$ cat src/hdl/fwp_pkg.sv
// Functional notes
// - Programming only clears bits (stored AND new), one 256-byte page at a time.
// - Erase sets bits to one and comes only per 4KB subsector, 64KB sector or whole array.
// - The array holds 8,388,608 bytes addressed from zero, last byte 007F FFFFh.
// - 128 sectors of 64KB and 2048 subsectors of 4KB; sector n holds subsectors 16n to 16n+15.
// - A 64-byte one-time-programmable area sits outside the array and no array address reaches it.
// - Program, erase and register writes run only if the clock count of the frame is a whole number of bytes.
// - Modifying commands need the write-enable latch, which the write-enable command sets.
// - No stored data changes while the power-on supervisor reports the supply out of range.
// - A sector whose write-lock bit is one refuses program and erase.
// - A sector whose lock-down bit is one keeps its lock state until reset.
// - The sector lock write changes a sector only while its lock-down bit is clear.
// - Top/bottom zero: protect codes 1 to 7 guard the highest 1..64 sectors, code 0 none, codes 8 up all.
// - Top/bottom one: the same decode counts from sector 0 upward.
// - With write-protect low outside quad mode the protect setting cannot be written.
package fwp_pkg;
  localparam int ADDR_W     = 24;
  localparam int ARR_W      = 23;
  localparam int SECT_N     = 128;
  localparam int SECT_W     = 7;
  localparam int SECT_LSB   = 16;
  localparam int SUB_N      = 2048;
  localparam int OTP_W      = 6;
  localparam int BITCNT_W   = 3;
  localparam logic [ARR_W-1:0] ARRAY_LAST = 23'h7fffff;
  localparam logic [ARR_W-1:0] PAGE_MASK  = 23'h0000ff;
  localparam logic [ARR_W-1:0] SUB_MASK   = 23'h000fff;
  localparam logic [ARR_W-1:0] SECT_MASK  = 23'h00ffff;
  localparam logic [7:0]       ERASED     = 8'hff;
  // apb map, byte addresses
  localparam logic [11:0] REG_STATUS    = 12'h000;
  localparam logic [11:0] REG_CONFIG    = 12'h004;
  localparam logic [11:0] REG_LOCK_SEL  = 12'h008;
  localparam logic [11:0] REG_LOCK_STAT = 12'h00c;
  localparam logic [11:0] REG_REFUSED   = 12'h010;
  // status and config fields
  localparam int ST_WEL    = 0;
  localparam int ST_BP_LSB = 1;
  localparam int ST_TB     = 5;
  localparam int ST_WPLOCK = 6;
  localparam int ST_SUPPLY = 7;
  localparam int CFG_QUAD  = 0;
  // lock byte fields, also the sector lock write data layout
  localparam int LK_WRITE  = 0;
  localparam int LK_DOWN   = 1;
  // status write data layout
  localparam int WS_BP_LSB = 0;
  localparam int WS_TB     = 4;
  localparam logic [3:0] BP_RST = 4'h0;
  localparam logic       TB_RST = 1'b0;
  // pin order {supply_ok, wr_prot_n, ser_sel_n, ser_clk}
  localparam int PIN_N = 4;
  localparam int PIN_CLK = 0;
  localparam int PIN_SEL = 1;
  localparam int PIN_WP  = 2;
  localparam int PIN_SUP = 3;
  localparam logic [PIN_N-1:0] PIN_IDLE = 4'h6;

  typedef enum logic [3:0] {
    OP_WREN          = 4'h0,
    OP_WRDI          = 4'h1,
    OP_PROG          = 4'h2,
    OP_ERASE_SUB     = 4'h3,
    OP_ERASE_SECT    = 4'h4,
    OP_ERASE_BULK    = 4'h5,
    OP_WR_STATUS     = 4'h6,
    OP_SECTOR_LOCK_WRITE_CMD = 4'h7,
    OP_PROG_OTP      = 4'h8
  } fwp_op_t;

  typedef enum logic [0:0] {
    FR_IDLE = 1'b0,
    FR_SEL  = 1'b1
  } fwp_frame_t;

  typedef struct packed {
    fwp_op_t           op;
    logic [ADDR_W-1:0] addr;
    logic [7:0]        data;
  } fwp_cmd_t;

  typedef struct packed {
    logic [ARR_W-1:0] first;
    logic [ARR_W-1:0] last;
    logic             otp;
  } fwp_region_t;
endpackage

$ cat src/hdl/fwp_array_protect.sv
`timescale 1ns/1ps
`default_nettype none
module fwp_array_protect #(
  parameter int CNT_W = 16
) (
  // clock and reset
  input  wire logic                 pclk,
  input  wire logic                 presetn,
  // apb slave
  input  wire logic                 psel,
  input  wire logic                 penable,
  input  wire logic                 pwrite,
  input  wire logic [11:0]          paddr,
  input  wire logic [31:0]          pwdata,
  output logic                      pready,
  output logic [31:0]               prdata,
  output logic                      pslverr,
  // pins, asynchronous to pclk
  input  wire logic                 ser_clk,
  input  wire logic                 ser_sel_n,
  input  wire logic                 wr_prot_n,
  input  wire logic                 supply_ok,
  // decoded command from the command decoder
  input  wire logic                 cmd_valid,
  input  wire fwp_pkg::fwp_cmd_t    cmd,
  input  wire logic [7:0]           cur_byte,
  // decision
  output logic                      exec_q,
  output logic                      refused_q,
  output fwp_pkg::fwp_op_t          exec_op_q,
  output fwp_pkg::fwp_region_t      region_q,
  output logic [7:0]                wr_byte_q
);
  logic [fwp_pkg::PIN_N-1:0]    meta_q;
  logic [fwp_pkg::PIN_N-1:0]    pin_q;
  logic                         clk_prev_q;
  fwp_pkg::fwp_frame_t          frame_q;
  logic [fwp_pkg::BITCNT_W-1:0] bit_cnt_q;
  logic                         pend_q;
  fwp_pkg::fwp_cmd_t            cmd_q;
  logic                         wel_q;
  logic [3:0]                   bp_q;
  logic                         tb_q;
  logic                         quad_q;
  logic [fwp_pkg::SECT_W-1:0]   lock_sel_q;
  logic [fwp_pkg::SECT_N-1:0]   wlock_q;
  logic [fwp_pkg::SECT_N-1:0]   ldown_q;
  logic [CNT_W-1:0]             refused_cnt_q;
  logic                         clk_rise;
  logic                         frame_end;
  logic                         wp_locked;
  logic                         supply_s;
  logic                         ok;
  logic                         modifying;
  logic [fwp_pkg::SECT_W-1:0]   sect;
  logic [fwp_pkg::ARR_W-1:0]    addr;
  logic [fwp_pkg::ARR_W-1:0]    mask;
  logic                         decide;
  logic                         apb_wr;
  logic                         apb_setup;

  // true when the block-protect code covers sector s
  function automatic logic bp_covers(input logic [3:0] bp, input logic tb,
                                     input logic [fwp_pkg::SECT_W-1:0] s);
    logic [fwp_pkg::SECT_W:0] n;
    n = '0;
    if (bp[3])
    begin
      bp_covers = 1'b1;
    end
    else if (bp == fwp_pkg::BP_RST)
    begin
      bp_covers = 1'b0;
    end
    else
    begin
      n = (fwp_pkg::SECT_W+1)'(1) << (bp[2:0] - 3'h1);
      if (tb)
        bp_covers = {1'b0, s} < n;
      else
        bp_covers = {1'b0, s} >= (fwp_pkg::SECT_W+1)'(fwp_pkg::SECT_N) - n;
    end
  endfunction

  // two flip-flops on every pin before anything reads it
  genvar gi;
  generate
    for (gi = 0; gi < fwp_pkg::PIN_N; gi++)
    begin : g_sync
      always_ff @(posedge pclk or negedge presetn)
      begin
        if (!presetn)
        begin
          meta_q[gi] <= fwp_pkg::PIN_IDLE[gi];
          pin_q[gi]  <= fwp_pkg::PIN_IDLE[gi];
        end
        else
        begin
          meta_q[gi] <= (gi == fwp_pkg::PIN_CLK) ? ser_clk :
                        (gi == fwp_pkg::PIN_SEL) ? ser_sel_n :
                        (gi == fwp_pkg::PIN_WP)  ? wr_prot_n : supply_ok;
          pin_q[gi]  <= meta_q[gi];
        end
      end
    end
  endgenerate

  assign supply_s  = pin_q[fwp_pkg::PIN_SUP];
  assign clk_rise  = pin_q[fwp_pkg::PIN_CLK] & ~clk_prev_q;
  assign frame_end = (frame_q == fwp_pkg::FR_SEL) & pin_q[fwp_pkg::PIN_SEL];
  assign wp_locked = ~pin_q[fwp_pkg::PIN_WP] & ~quad_q;

  always_ff @(posedge pclk or negedge presetn)
  begin
    if (!presetn)
      clk_prev_q <= 1'b0;
    else
      clk_prev_q <= pin_q[fwp_pkg::PIN_CLK];
  end

  // frame tracking and bit count modulo one byte
  always_ff @(posedge pclk or negedge presetn)
  begin
    if (!presetn)
    begin
      frame_q   <= fwp_pkg::FR_IDLE;
      bit_cnt_q <= '0;
    end
    else
    begin
      case (frame_q)
        fwp_pkg::FR_IDLE:
        begin
          bit_cnt_q <= '0;
          if (!pin_q[fwp_pkg::PIN_SEL])
            frame_q <= fwp_pkg::FR_SEL;
        end
        fwp_pkg::FR_SEL:
        begin
          if (pin_q[fwp_pkg::PIN_SEL])
            frame_q <= fwp_pkg::FR_IDLE;
          else if (clk_rise)
            bit_cnt_q <= bit_cnt_q + 1'b1;
        end
        default:
          frame_q <= fwp_pkg::FR_IDLE;
      endcase
    end
  end

  // the decoder may hand over its command at any point of the frame; it is judged when the frame ends
  always_ff @(posedge pclk or negedge presetn)
  begin
    if (!presetn)
    begin
      pend_q <= 1'b0;
      cmd_q  <= '0;
    end
    else if (frame_end)
      pend_q <= 1'b0;
    else if (cmd_valid && frame_q == fwp_pkg::FR_SEL)
    begin
      pend_q <= 1'b1;
      cmd_q  <= cmd;
    end
  end

  assign decide = frame_end & pend_q;
  assign addr   = cmd_q.addr[fwp_pkg::ARR_W-1:0];
  assign sect   = cmd_q.addr[fwp_pkg::SECT_LSB +: fwp_pkg::SECT_W];

  always_comb
  begin
    ok        = 1'b0;
    modifying = 1'b1;
    mask      = fwp_pkg::PAGE_MASK;
    case (cmd_q.op)
      fwp_pkg::OP_WREN, fwp_pkg::OP_WRDI:
      begin
        ok        = 1'b1;
        modifying = 1'b0;
      end
      fwp_pkg::OP_PROG, fwp_pkg::OP_ERASE_SUB, fwp_pkg::OP_ERASE_SECT:
      begin
        // bit 23 set lies past the last array byte
        ok = ~cmd_q.addr[fwp_pkg::ADDR_W-1] & ~wlock_q[sect]
             & ~bp_covers(bp_q, tb_q, sect);
        mask = (cmd_q.op == fwp_pkg::OP_PROG)      ? fwp_pkg::PAGE_MASK :
               (cmd_q.op == fwp_pkg::OP_ERASE_SUB) ? fwp_pkg::SUB_MASK :
                                                     fwp_pkg::SECT_MASK;
      end
      fwp_pkg::OP_ERASE_BULK:
      begin
        ok   = ~|wlock_q & (bp_q == fwp_pkg::BP_RST);
        mask = fwp_pkg::ARRAY_LAST;
      end
      fwp_pkg::OP_WR_STATUS:
        ok = ~wp_locked;
      fwp_pkg::OP_SECTOR_LOCK_WRITE_CMD:
        ok = ~cmd_q.addr[fwp_pkg::ADDR_W-1] & ~ldown_q[sect];
      fwp_pkg::OP_PROG_OTP:
        ok = 1'b1;
      default:
        ok = 1'b0;
    endcase
    if (modifying)
      ok = ok & wel_q & supply_s & (bit_cnt_q == '0);
  end

  // decision outputs; a refused command drives no region and no data
  always_ff @(posedge pclk or negedge presetn)
  begin
    if (!presetn)
    begin
      exec_q    <= 1'b0;
      refused_q <= 1'b0;
      exec_op_q <= fwp_pkg::OP_WREN;
      region_q  <= '0;
      wr_byte_q <= fwp_pkg::ERASED;
    end
    else
    begin
      exec_q    <= decide & ok;
      refused_q <= decide & ~ok;
      if (decide && ok)
      begin
        exec_op_q      <= cmd_q.op;
        region_q.first <= addr & ~mask;
        region_q.last  <= addr | mask;
        region_q.otp   <= 1'b0;
        wr_byte_q      <= fwp_pkg::ERASED;
        if (cmd_q.op == fwp_pkg::OP_PROG)
          wr_byte_q <= cur_byte & cmd_q.data;
        if (cmd_q.op == fwp_pkg::OP_PROG_OTP)
        begin
          // otp byte index only, flagged apart from the array
          region_q.first <= fwp_pkg::ARR_W'(cmd_q.addr[fwp_pkg::OTP_W-1:0]);
          region_q.last  <= fwp_pkg::ARR_W'(cmd_q.addr[fwp_pkg::OTP_W-1:0]);
          region_q.otp   <= 1'b1;
          wr_byte_q      <= cur_byte & cmd_q.data;
        end
      end
    end
  end

  // write-enable latch: set by its command, spent by any accepted modifying command
  always_ff @(posedge pclk or negedge presetn)
  begin
    if (!presetn)
      wel_q <= 1'b0;
    else if (decide && ok)
      wel_q <= (cmd_q.op == fwp_pkg::OP_WREN);
  end

  always_ff @(posedge pclk or negedge presetn)
  begin
    if (!presetn)
    begin
      bp_q <= fwp_pkg::BP_RST;
      tb_q <= fwp_pkg::TB_RST;
    end
    else if (decide && ok && cmd_q.op == fwp_pkg::OP_WR_STATUS)
    begin
      bp_q <= cmd_q.data[fwp_pkg::WS_BP_LSB +: 4];
      tb_q <= cmd_q.data[fwp_pkg::WS_TB];
    end
  end

  // volatile lock bits; lock-down only ever sets until reset
  always_ff @(posedge pclk or negedge presetn)
  begin
    if (!presetn)
    begin
      wlock_q <= '0;
      ldown_q <= '0;
    end
    else if (decide && ok && cmd_q.op == fwp_pkg::OP_SECTOR_LOCK_WRITE_CMD)
    begin
      wlock_q[sect] <= cmd_q.data[fwp_pkg::LK_WRITE];
      ldown_q[sect] <= cmd_q.data[fwp_pkg::LK_DOWN];
    end
  end

  always_ff @(posedge pclk or negedge presetn)
  begin
    if (!presetn)
      refused_cnt_q <= '0;
    else if (decide && !ok && refused_cnt_q != '1)
      refused_cnt_q <= refused_cnt_q + 1'b1;
  end

  // apb: read data is captured in the setup cycle, so no wait states are needed
  assign pready    = 1'b1;
  assign apb_setup = psel & ~penable;
  assign apb_wr    = psel & penable & pwrite;

  always_ff @(posedge pclk or negedge presetn)
  begin
    if (!presetn)
    begin
      quad_q     <= 1'b0;
      lock_sel_q <= '0;
    end
    else if (apb_wr)
    begin
      if (paddr == fwp_pkg::REG_CONFIG)
        quad_q <= pwdata[fwp_pkg::CFG_QUAD];
      if (paddr == fwp_pkg::REG_LOCK_SEL)
        lock_sel_q <= pwdata[fwp_pkg::SECT_W-1:0];
    end
  end

  always_ff @(posedge pclk or negedge presetn)
  begin
    if (!presetn)
    begin
      prdata  <= '0;
      pslverr <= 1'b0;
    end
    else if (apb_setup)
    begin
      prdata  <= '0;
      pslverr <= 1'b0;
      case (paddr)
        fwp_pkg::REG_STATUS:
        begin
          prdata[fwp_pkg::ST_WEL]             <= wel_q;
          prdata[fwp_pkg::ST_BP_LSB +: 4]     <= bp_q;
          prdata[fwp_pkg::ST_TB]              <= tb_q;
          prdata[fwp_pkg::ST_WPLOCK]          <= wp_locked;
          prdata[fwp_pkg::ST_SUPPLY]          <= supply_s;
        end
        fwp_pkg::REG_CONFIG:
          prdata[fwp_pkg::CFG_QUAD]           <= quad_q;
        fwp_pkg::REG_LOCK_SEL:
          prdata[fwp_pkg::SECT_W-1:0]         <= lock_sel_q;
        fwp_pkg::REG_LOCK_STAT:
        begin
          prdata[fwp_pkg::LK_WRITE]           <= wlock_q[lock_sel_q];
          prdata[fwp_pkg::LK_DOWN]            <= ldown_q[lock_sel_q];
        end
        fwp_pkg::REG_REFUSED:
          prdata[CNT_W-1:0]                   <= refused_cnt_q;
        default:
          pslverr <= 1'b1;
      endcase
    end
  end
endmodule
`default_nettype wire

$ cat config.mk
export PLATFORM = sky130hd
export DESIGN_NAME = fwp_array_protect
export DESIGN_NICKNAME = d
export VERILOG_FILES = /design/src/hdl/fwp_pkg.sv /design/src/hdl/fwp_array_protect.sv
export SDC_FILE = /design/constraint.sdc
export NUM_CORES = 1
export LEC_CHECK = 0
export BUFFER_PORTS_ARGS = -buffer_cell sky130_fd_sc_hd__buf_2
export CORE_MARGIN = 4
export CORE_UTILIZATION = 50
export DETAILED_ROUTE_END_ITERATION = 8
export PLACE_DENSITY_LB_ADDON = 0.1
export SLEW_MARGIN = 5
export SYNTH_ARGS = -nofsm -noshare
export SYNTH_HDL_FRONTEND = slang
export SYNTH_SLANG_ARGS = --single-unit
$ cat constraint.sdc
create_clock -name pclk -period 8.2 [get_ports pclk]
set_input_delay 1.23 -clock pclk [delete_from_list [all_inputs] [get_ports pclk]]
set_output_delay 1.23 -clock pclk [all_outputs]
set_load 0.01 [all_outputs]
# Word level (Yosys, flattened, before mapping)
# Index checks and enable logic that the tools add are counted.
[totals]
romBits = 0
latch_bits = 0
register_bits = 414
in_bits = 98
mem_bits_rw = 0
mem_count = 0
output_inout_bits = 95
[classes]
shifts = 1
n_div = 0
muxes = 36
n_lt_le_gt_ge = 5
eq_ne = 15
multipliers = 0
n_addsub = 4
n_bitwise = 32
reduce_logical = 23
[ops]
columns = ["op", "count"]
rows = [
  ["$bwmux W128", 2],
  ["$reduce_or A128 Y1", 1],
  ["$mux W47", 1],
  ["$pmux W23 S2", 1],
  ["$mux W16", 2],
  ["$bmux W1 S7", 4],
  ["$eq A12 B4 Y1 const B", 2],
  ["$mux W8", 3],
  ["$and A23 B23 Y23", 1],
  ["$not A23 Y23", 1],
  ["$or A23 B23 Y23", 1],
  ["$add A16 B1 Y16 const B", 1],
  ["$and A1 B1 Y1", 16],
  ["$eq A4 B3 Y1 const B", 4],
  ["$lt A7 B8 Y1 const B", 2],
  ["$ne A16 B16 Y1 const B", 1],
  ["$pmux W5 S3", 1],
  ["$mux W1", 14],
  ["$eq A12 B3 Y1 const B", 1],
  ["$eq A12 B5 Y1 const B", 1],
  ["$logic_not A12 Y1", 1],
  ["$not A1 Y1", 12],
  ["$pmux W1 S5", 2],
  ["$and A8 B8 Y8", 1],
  ["other kinds (26)", 40],
]

# Longest topological paths before layout
# Gate-level depths: netlist of the first run.
[depth]
depth_word = 18
ltp_mapped = 19

# Worst setup path before layout of the first run
# Ideal clock, no wire load.
[synth_path]
path_kind = "reg-to-reg"
start = "reg cmd_q, in the netlist addr[16]"
end = "reg wlock_q[66] (netlist name)"
path_buffers = 6
stages_incl_launch_ff = 19
arrival_time_ns = 3.570
path_slack_ns = 4.503
cell_sequence = "dfrtp_1 buf_4 buf_4 inv_1 clkbuf_1 clkbuf_1 ha_1 nor2b_1 o21a_1 o21ai_0 a21oi_1 a2111oi_0 o21ai_0 a311oi_2 nor3_4 buf_4 buf_4 nand3_1 mux2_1"
[synth_via]
elab_chain_len = 14
[synth_rtl]
columns = ["element", "line", "text"]
rows = [
  ["from (decl)", "fwp_array_protect.sv:40", "fwp_pkg::fwp_cmd_t cmd_q;"],
  ["from (signal assigned)", "fwp_array_protect.sv:164", "cmd_q <= cmd;"],
  ["$ge A7 B8 Y1 or $lt A7 B8 Y1 (tied branches)", "fwp_array_protect.sv:81, fwp_array_protect.sv:79", ""],
  ["$mux W1", "fwp_array_protect.sv:78", "if (tb)"],
  ["$mux W1", "fwp_array_protect.sv:71", "else if (bp == fwp_pkg::BP_RST)"],
  ["$mux W1", "fwp_array_protect.sv:67", "if (bp[3])"],
  ["$mux W1", "fwp_array_protect.sv:177", "case (cmd_q.op)"],
  ["$not A1 Y1", "fwp_array_protect.sv:187", "& ~bp_covers(bp_q, tb_q, sect);"],
  ["$and A1 B1 Y1", "fwp_array_protect.sv:187", ""],
  ["$pmux W1 S5", "fwp_array_protect.sv:177", ""],
  ["$and A1 B1 Y1 (3 in series)", "fwp_array_protect.sv:207", "ok = ok & wel_q & supply_s & (bit_cnt_q == '0);"],
  ["$mux W1", "fwp_array_protect.sv:206", "if (modifying)"],
  ["$logic_and A1 B1 Y1 (2 in series)", "fwp_array_protect.sv:277", "else if (decide && ok && cmd_q.op == fwp_pkg::OP_SECTOR_LOCK_WRITE_CMD)"],
  ["to (signal, indexed assignment)", "fwp_array_protect.sv:279", "wlock_q[sect] <= cmd_q.data[fwp_pkg::LK_WRITE];"],
  ["to (decl)", "fwp_array_protect.sv:46", "logic [fwp_pkg::SECT_N-1:0] wlock_q;"],
]
# Parallel ways exist; a longest one is shown, timed or not. The select of a mux whose other input is x is not followed.
# A chain may end at the register's enable or synchronous reset.

# Worst setup path after layout of the first run
[layout_path]
start = "reg cmd_q, in the netlist addr[16]"
end = "reg wlock_q[75] (netlist name)"
# The elaborated chain is that of the path after synthesis.

==> metrics, run 1 <==
flop2flop setup slack between 2000 and 2500 ps; worst-path fanout max 85; cell taking the most area after synthesis dfrtp_1; post-CTS setup buffer count 0; Tmin final 5753 ps; Ys Warns 0; Max-Cap Viols 0; synthesized instance count about 1900; IO Port Bufs 146; post-cts resize count 0; All-Layer GR Usage 28.13%; Slew Viols, Final 0; Worst setup SP type flip-flop; Hold Crit Class reg -> reg; Die Span X roughly 220 µm; CTS tree yes; Max Fclk 173.8 MHz; final period utilization 70.16%; top cells by area, synth dfrtp_1 (46%), mux4_2 (9.3%), mux2_1 (5.4%), mux2_2 (4.9%), a31o_2 (4.5%); Crit path required time between 8000 and 9000 ps; clock sink count a little over 400; initial antenna violation count 2; worst clock skew ~22 ps; worst min-delay path startpoint meta_q[3]; Syn Area/Cell approximately 12 µm²; dpl cells around 2500; antenna viol nets, final 0; share of Yosys cell area claimed by the top area cell type between 40% and 50%; setup violators final 0; DRC errors left 0; Net count, final 2061; VDD IR-drop max 195.0 µV; DP HPWL roughly 43 mm; status finished clean; IO Pins ~190; Post-synth EDFFs 0; Non-Filler Instances 2571; layout cells sized above 1 roughly 30%; Initial Util around half; Rel. slew slack about 11%; largest net degree at the start of global routing about 170; Final Hold Violating Endpoints 0; RePlAce Congestion between 0.8 and 0.9; Worst R2R Path Depth 12; total gr overflow 0; Yosys reg bits 409; core area 42980 µm²; Clk Latency, worst-skew pair ~600 ps; hold endpoint supply_s; r2r startpoint addr[16]; drt total wl approximately 67 mm; Cell Area, Synth ~22000 µm²; Clock Path Buffers 3; Hold WS approximately 350 ps; Slew @ Worst Pin roughly 1300 ps; clock transition at the registers of the reported paths ~60 ps; iteration-0 DRC count of the detailed router approximately 1800; kind of critical path reg -> reg; first-pass GRT wire length a little over 100 mm; fill count approximately 3800; Detailed Routing Iterations Pass 1 5; main flop type after synthesis dfrtp_1; CP Capture Type flip-flop; total number of vias approximately 17000; total CTS buffers 47; RSZ-0062 raised after global routing no; CTS Hold Buffers Added 0; WL/cell approximately 26 µm; most frequent cells in the layout dfrtp_1 (391), nand3_1 (153), buf_2 (145); Worst EP arrival approximately 6200 ps; most common cell after layout, fill and taps aside dfrtp_1; Worst Hold Path Cells 0; PwrDens 228.2 nW/µm²; die height 216.5 µm; H-Tree Depth 2; ys async rst share 100.0%; Via-to-Cell Ratio 6.542; setup TNS 0 ps; Core Rows 76; leakage power roughly 11 nW; synth-to-layout area growth 11.97%; Unique masters post-synth between 70 and 80; number of global-route vias before repair about 17000; die area between 40000 and 50000 µm²; Pwr Total about 5.6 mW; Seq/Total Area, Yosys between 40% and 50%; reg2reg end wlock_q[75]; Clock Root Buffer clkbuf_16
## sequential cells by signal, indices dropped and copies added, names as in the netlist, 3 cells and up
signal / cells
refused_cnt_q: 16
meta_q: 4
addr: 21
ldown_q: 128
cmd_q: 13
wr_byte_q: 8
pin_q: 3
exec_op_q: 4
lock_sel_q: 7
bit_cnt_q: 3
region_q: 44
wlock_q: 128
bp_q: 4
prdata: 16
## report_power, final
part           switching, mW  internal [mW]
combinational          0.690          0.330
sequential             0.171           2.18
clock                  0.870           1.31
## how the worst max path moves through the flow
| stage | from | endpoint | slack, ps | cells after the start |
|---|---|---|---|---|
| 3_3_place_gp | addr[16] | wlock_q[75] | 2760 | 12 |
| 6_report | addr[16] | wlock_q[75] | 2450 | 12 |
| 4_1_cts | addr[16] | wlock_q[71] | 2640 | 12 |
| 5_1_grt | addr[16] | wlock_q[75] | 2280 | 12 |
| 3_5_place_dp | addr[16] | wlock_q[71] | 2690 | 12 |
| 2_1_floorplan | addr[16] | wlock_q[66] | 4500 | 18 |
## kinds of logic after synthesis
kind of cell / synth area share, %
simple gates: 10.56
flops: 47.18
compound gates: 13.42
mux: 21.90
buf+inv: 5.206
xor+xnor: 0.7256
fa+ha+maj: 0.9790
other cells: 0.03457
## routing by layer
layer / part of all wire (%) / global-route usage [%] / vias up
li1: - / - / 7212
met2: 46 / 43.27 / 782
met3: 7.8 / 5.595 / 171
met5: 0 / 0 / -
met4: 3.9 / 9.942 / 0
met1: 42 / 40.22 / 8655
## final cells by class
cell class              count  area (µm²)  share of cell area [%]
flip-flops and latches    409       10260                   42.19
repair buffers            183        1044                   4.289
inverters                  58       217.7                  0.8949
diodes                      2       5.005                 0.02057
multi-input cells        1247       10440                   42.93
clock buffers              71        1396                   5.740
well taps                 585       732.0                   3.009
clock inverters            16       225.2                  0.9258
## Yosys cell counts, types with 5 or more instances
master / number
a221oi_1: 33
ha_1: 17
a22oi_1: 26
and3_1: 11
and2_1: 8
nor3_1: 32
mux2_1: 105
nor4_1: 37
dfrtp_1: 397
mux2_2: 94
a221o_1: 5
o221ai_1: 5
o22ai_1: 21
o21ai_0: 71
xnor2_1: 5
nor2b_1: 13
a31o_2: 112
mux4_2: 90
dfstp_2: 12
a21o_1: 20
mux2i_1: 49
buf_1: 18
buf_2: 40
a21oi_1: 45
xor2_1: 13
clkbuf_1: 84
nand3_1: 154
buf_4: 41
a22o_1: 5
nor2_1: 76
nand4_1: 25
a31oi_1: 11
nand2_1: 64
o211ai_1: 14
inv_1: 56
nand2b_1: 14
## stage by stage
stage | utilization (%) | cell area [µm²] | worst slack [ps]
after floorplan | - | 21790 | 4503
after global placement | 52.82 | 22700 | 2760
after detailed placement | 52.82 | 22700 | 2693
after CTS | 56.59 | 24320 | 2639
after global routing | 56.60 | 24330 | 2279
final | 56.60 | 24330 | 2447
## critical path, stage by stage, from the launching register on
cell and delay [ps]:
dfrtp_4 820, buf_4 640, nor2b_1 100, buf_4 270, a22o_1 270, a221oi_1 420
o221ai_1 270, nor4_2 650, a311oi_2 200, nor3_4 490, buf_4 840, nand3_1 190
mux2_1 360
No activity file was read; power rests on OpenSTA's default activity.
==> run 2: changes to the inputs <==
clock period = 5.99 ns   (was 8.2 ns; I/O delays follow)
==> run 2 against run 1 <==
  * Design area increased by 0.28%
  * Largest power group unchanged
  * Count of clock-buffer cells in the layout decreased by 11
  * Sequential power increased by 36%
  * Cell count increased by 0.31%
  * Core utilization increased by 0.16 points
  * Clock power increased by 36%
  * Highest routed layer unchanged
==> metrics, run 2 (same netlist as run 1, synthesis figures left out) <==
area of the multi-input gates 10440 µm²; setup TNS 0 ps; total number of vias about 17000; total CTS buffers 45; Crit path required time 6460 ps; most frequent cells in the layout dfrtp_1 (391), nand3_1 (153), buf_2 (145); RePlAce Congestion around 0.92; All-Layer GR Usage 28.28%; Worst setup SP type flip-flop; CP Buf/Inv Count 4; Max Fclk about 210 MHz; Slew Viols, Final 0; Hold WS between 300 and 400 ps; CTS Hold Buffers Added 0; DRC errors left 0; PwrDens about 310 nW/µm²; status finished clean; post-cts resize count 0; setup slack after layout about 1200 ps; Tmin final 4782 ps; drt total wl around 67 mm; setup violators final 0; number of global-route vias before repair about 17000; hold endpoint pin_q[0]; Hold Crit Class reg -> reg; most common cell after layout, fill and taps aside dfrtp_1; core area 42980 µm²; worst clock skew roughly 16 ps; Clock Root Buffer clkbuf_16; WL/cell 25.81 µm; Detailed Routing Iterations Pass 1 5; post-placement setup slack around 1300 ps; IO Pins 193; worst-path fanout max between 100 and 150; leakage power about 11 nW; DP HPWL between 40 and 50 mm; Net count, final 2069; Core Rows between 70 and 80; FF/Latch Area about 10000 µm²; CP peak stage delay a little over 600 ps; most frequent CP cell buf_4; worst min-delay path startpoint meta_q[0]; IO Port Bufs between 100 and 150; H-Tree Depth 2; flop2flop setup slack ~1200 ps; final period utilization between 70% and 80%; Clock Path Buffers 3; Pwr Total 7.592 mW; Crit path max-delay family buffers and inverters; crit path cell chain buf_4 > buf_4 > mux2i_1 > o22ai_1 > o21ai_0 > a41oi_1 > nor3_1 > a311oi_2 > nor3_4 > buf_4 > buf_12 > nand3_1 > mux2_1; kind of critical path reg -> reg; biggest regs ldown_q (128), wlock_q (128), region_q (44); Via-to-Cell Ratio ~6.5; largest net degree at the start of global routing between 100 and 150; antenna viol nets, final 0; Worst Hold Path Cells 0; Max-Cap Viols 0; CP Capture Type flip-flop; first-pass GRT wire length about 100 mm; Critical-path top delay cell dfrtp_4; die area about 47000 µm²; clock sink count ~410; Final Hold Violating Endpoints 0; Worst R2R Path Depth 13; total gr overflow 0; final design utilization 56.76%; Clk Latency, worst-skew pair between 500 and 600 ps; initial antenna violation count 2; reg2reg end wlock_q[81]; Slew @ Worst Pin around 1200 ps; post-CTS setup buffer count 0; r2r startpoint addr[16]; fill count around 3800; VDD IR-drop max ~270 µV; Initial Util 50.55%; Worst EP arrival 5250 ps; CTS tree yes; clock transition at the registers of the reported paths approximately 60 ps; layout cells sized above 1 30.54%; synth-to-layout area growth 12.28%; Rel. slew slack roughly 17%; die height between 200 and 250 µm; RSZ-0062 raised after global routing no; iteration-0 DRC count of the detailed router between 1000 and 1500; Die Span X approximately 220 µm
[run 2: final cells by class]
type | instances | share of cell area [%]
repair buffers | 193 | 4.688
multi-input cells | 1247 | 42.80
clock buffers | 60 | 5.257
well taps | 585 | 3.000
clock inverters | 24 | 1.251
diodes | 3 | 0.03077
inverters | 58 | 0.8924
flip-flops and latches | 409 | 42.08
[run 2: how the worst max path moves through the flow]
stage / cells after the start / endpoint / from
2_1_floorplan: 18 / wlock_q[66] / addr[16]
3_3_place_gp: 13 / wlock_q[95] / addr[16]
3_5_place_dp: 14 / wlock_q[87] / addr[16]
4_1_cts: 14 / wlock_q[95] / addr[16]
5_1_grt: 14 / wlock_q[80] / addr[16]
6_report: 13 / wlock_q[81] / addr[16]
[run 2: routing by layer]
metal  global-route usage, %  up-vias  part of all wire [%]
met5                       0        -                     0
li1                        -     7249                     -
met2                   43.27      744                    46
met1                   40.47     8624                    42
met3                   5.566      142                   8.0
met4                   10.50        0                   3.5
[run 2: metrics by stage]
stage	area [µm²]	cells
6_report	24400	2579
5_1_grt	24390	2578
4_1_cts	24390	2576
3_5_place_dp	22800	2492
3_3_place_gp	22800	2492
2_1_floorplan	21790	1899
[run 2: power by group]
| group | total (mW) | internal [mW] | switching [mW] | leakage (nW) |
|---|---|---|---|---|
| clock | 2.96 | 1.77 | 1.19 | 0.787 |
| sequential | 3.20 | 2.99 | 0.210 | 5.53 |
| combinational | 1.43 | 0.459 | 0.971 | 4.76 |
| total | 7.59 | 5.22 | 2.37 | 11.1 |
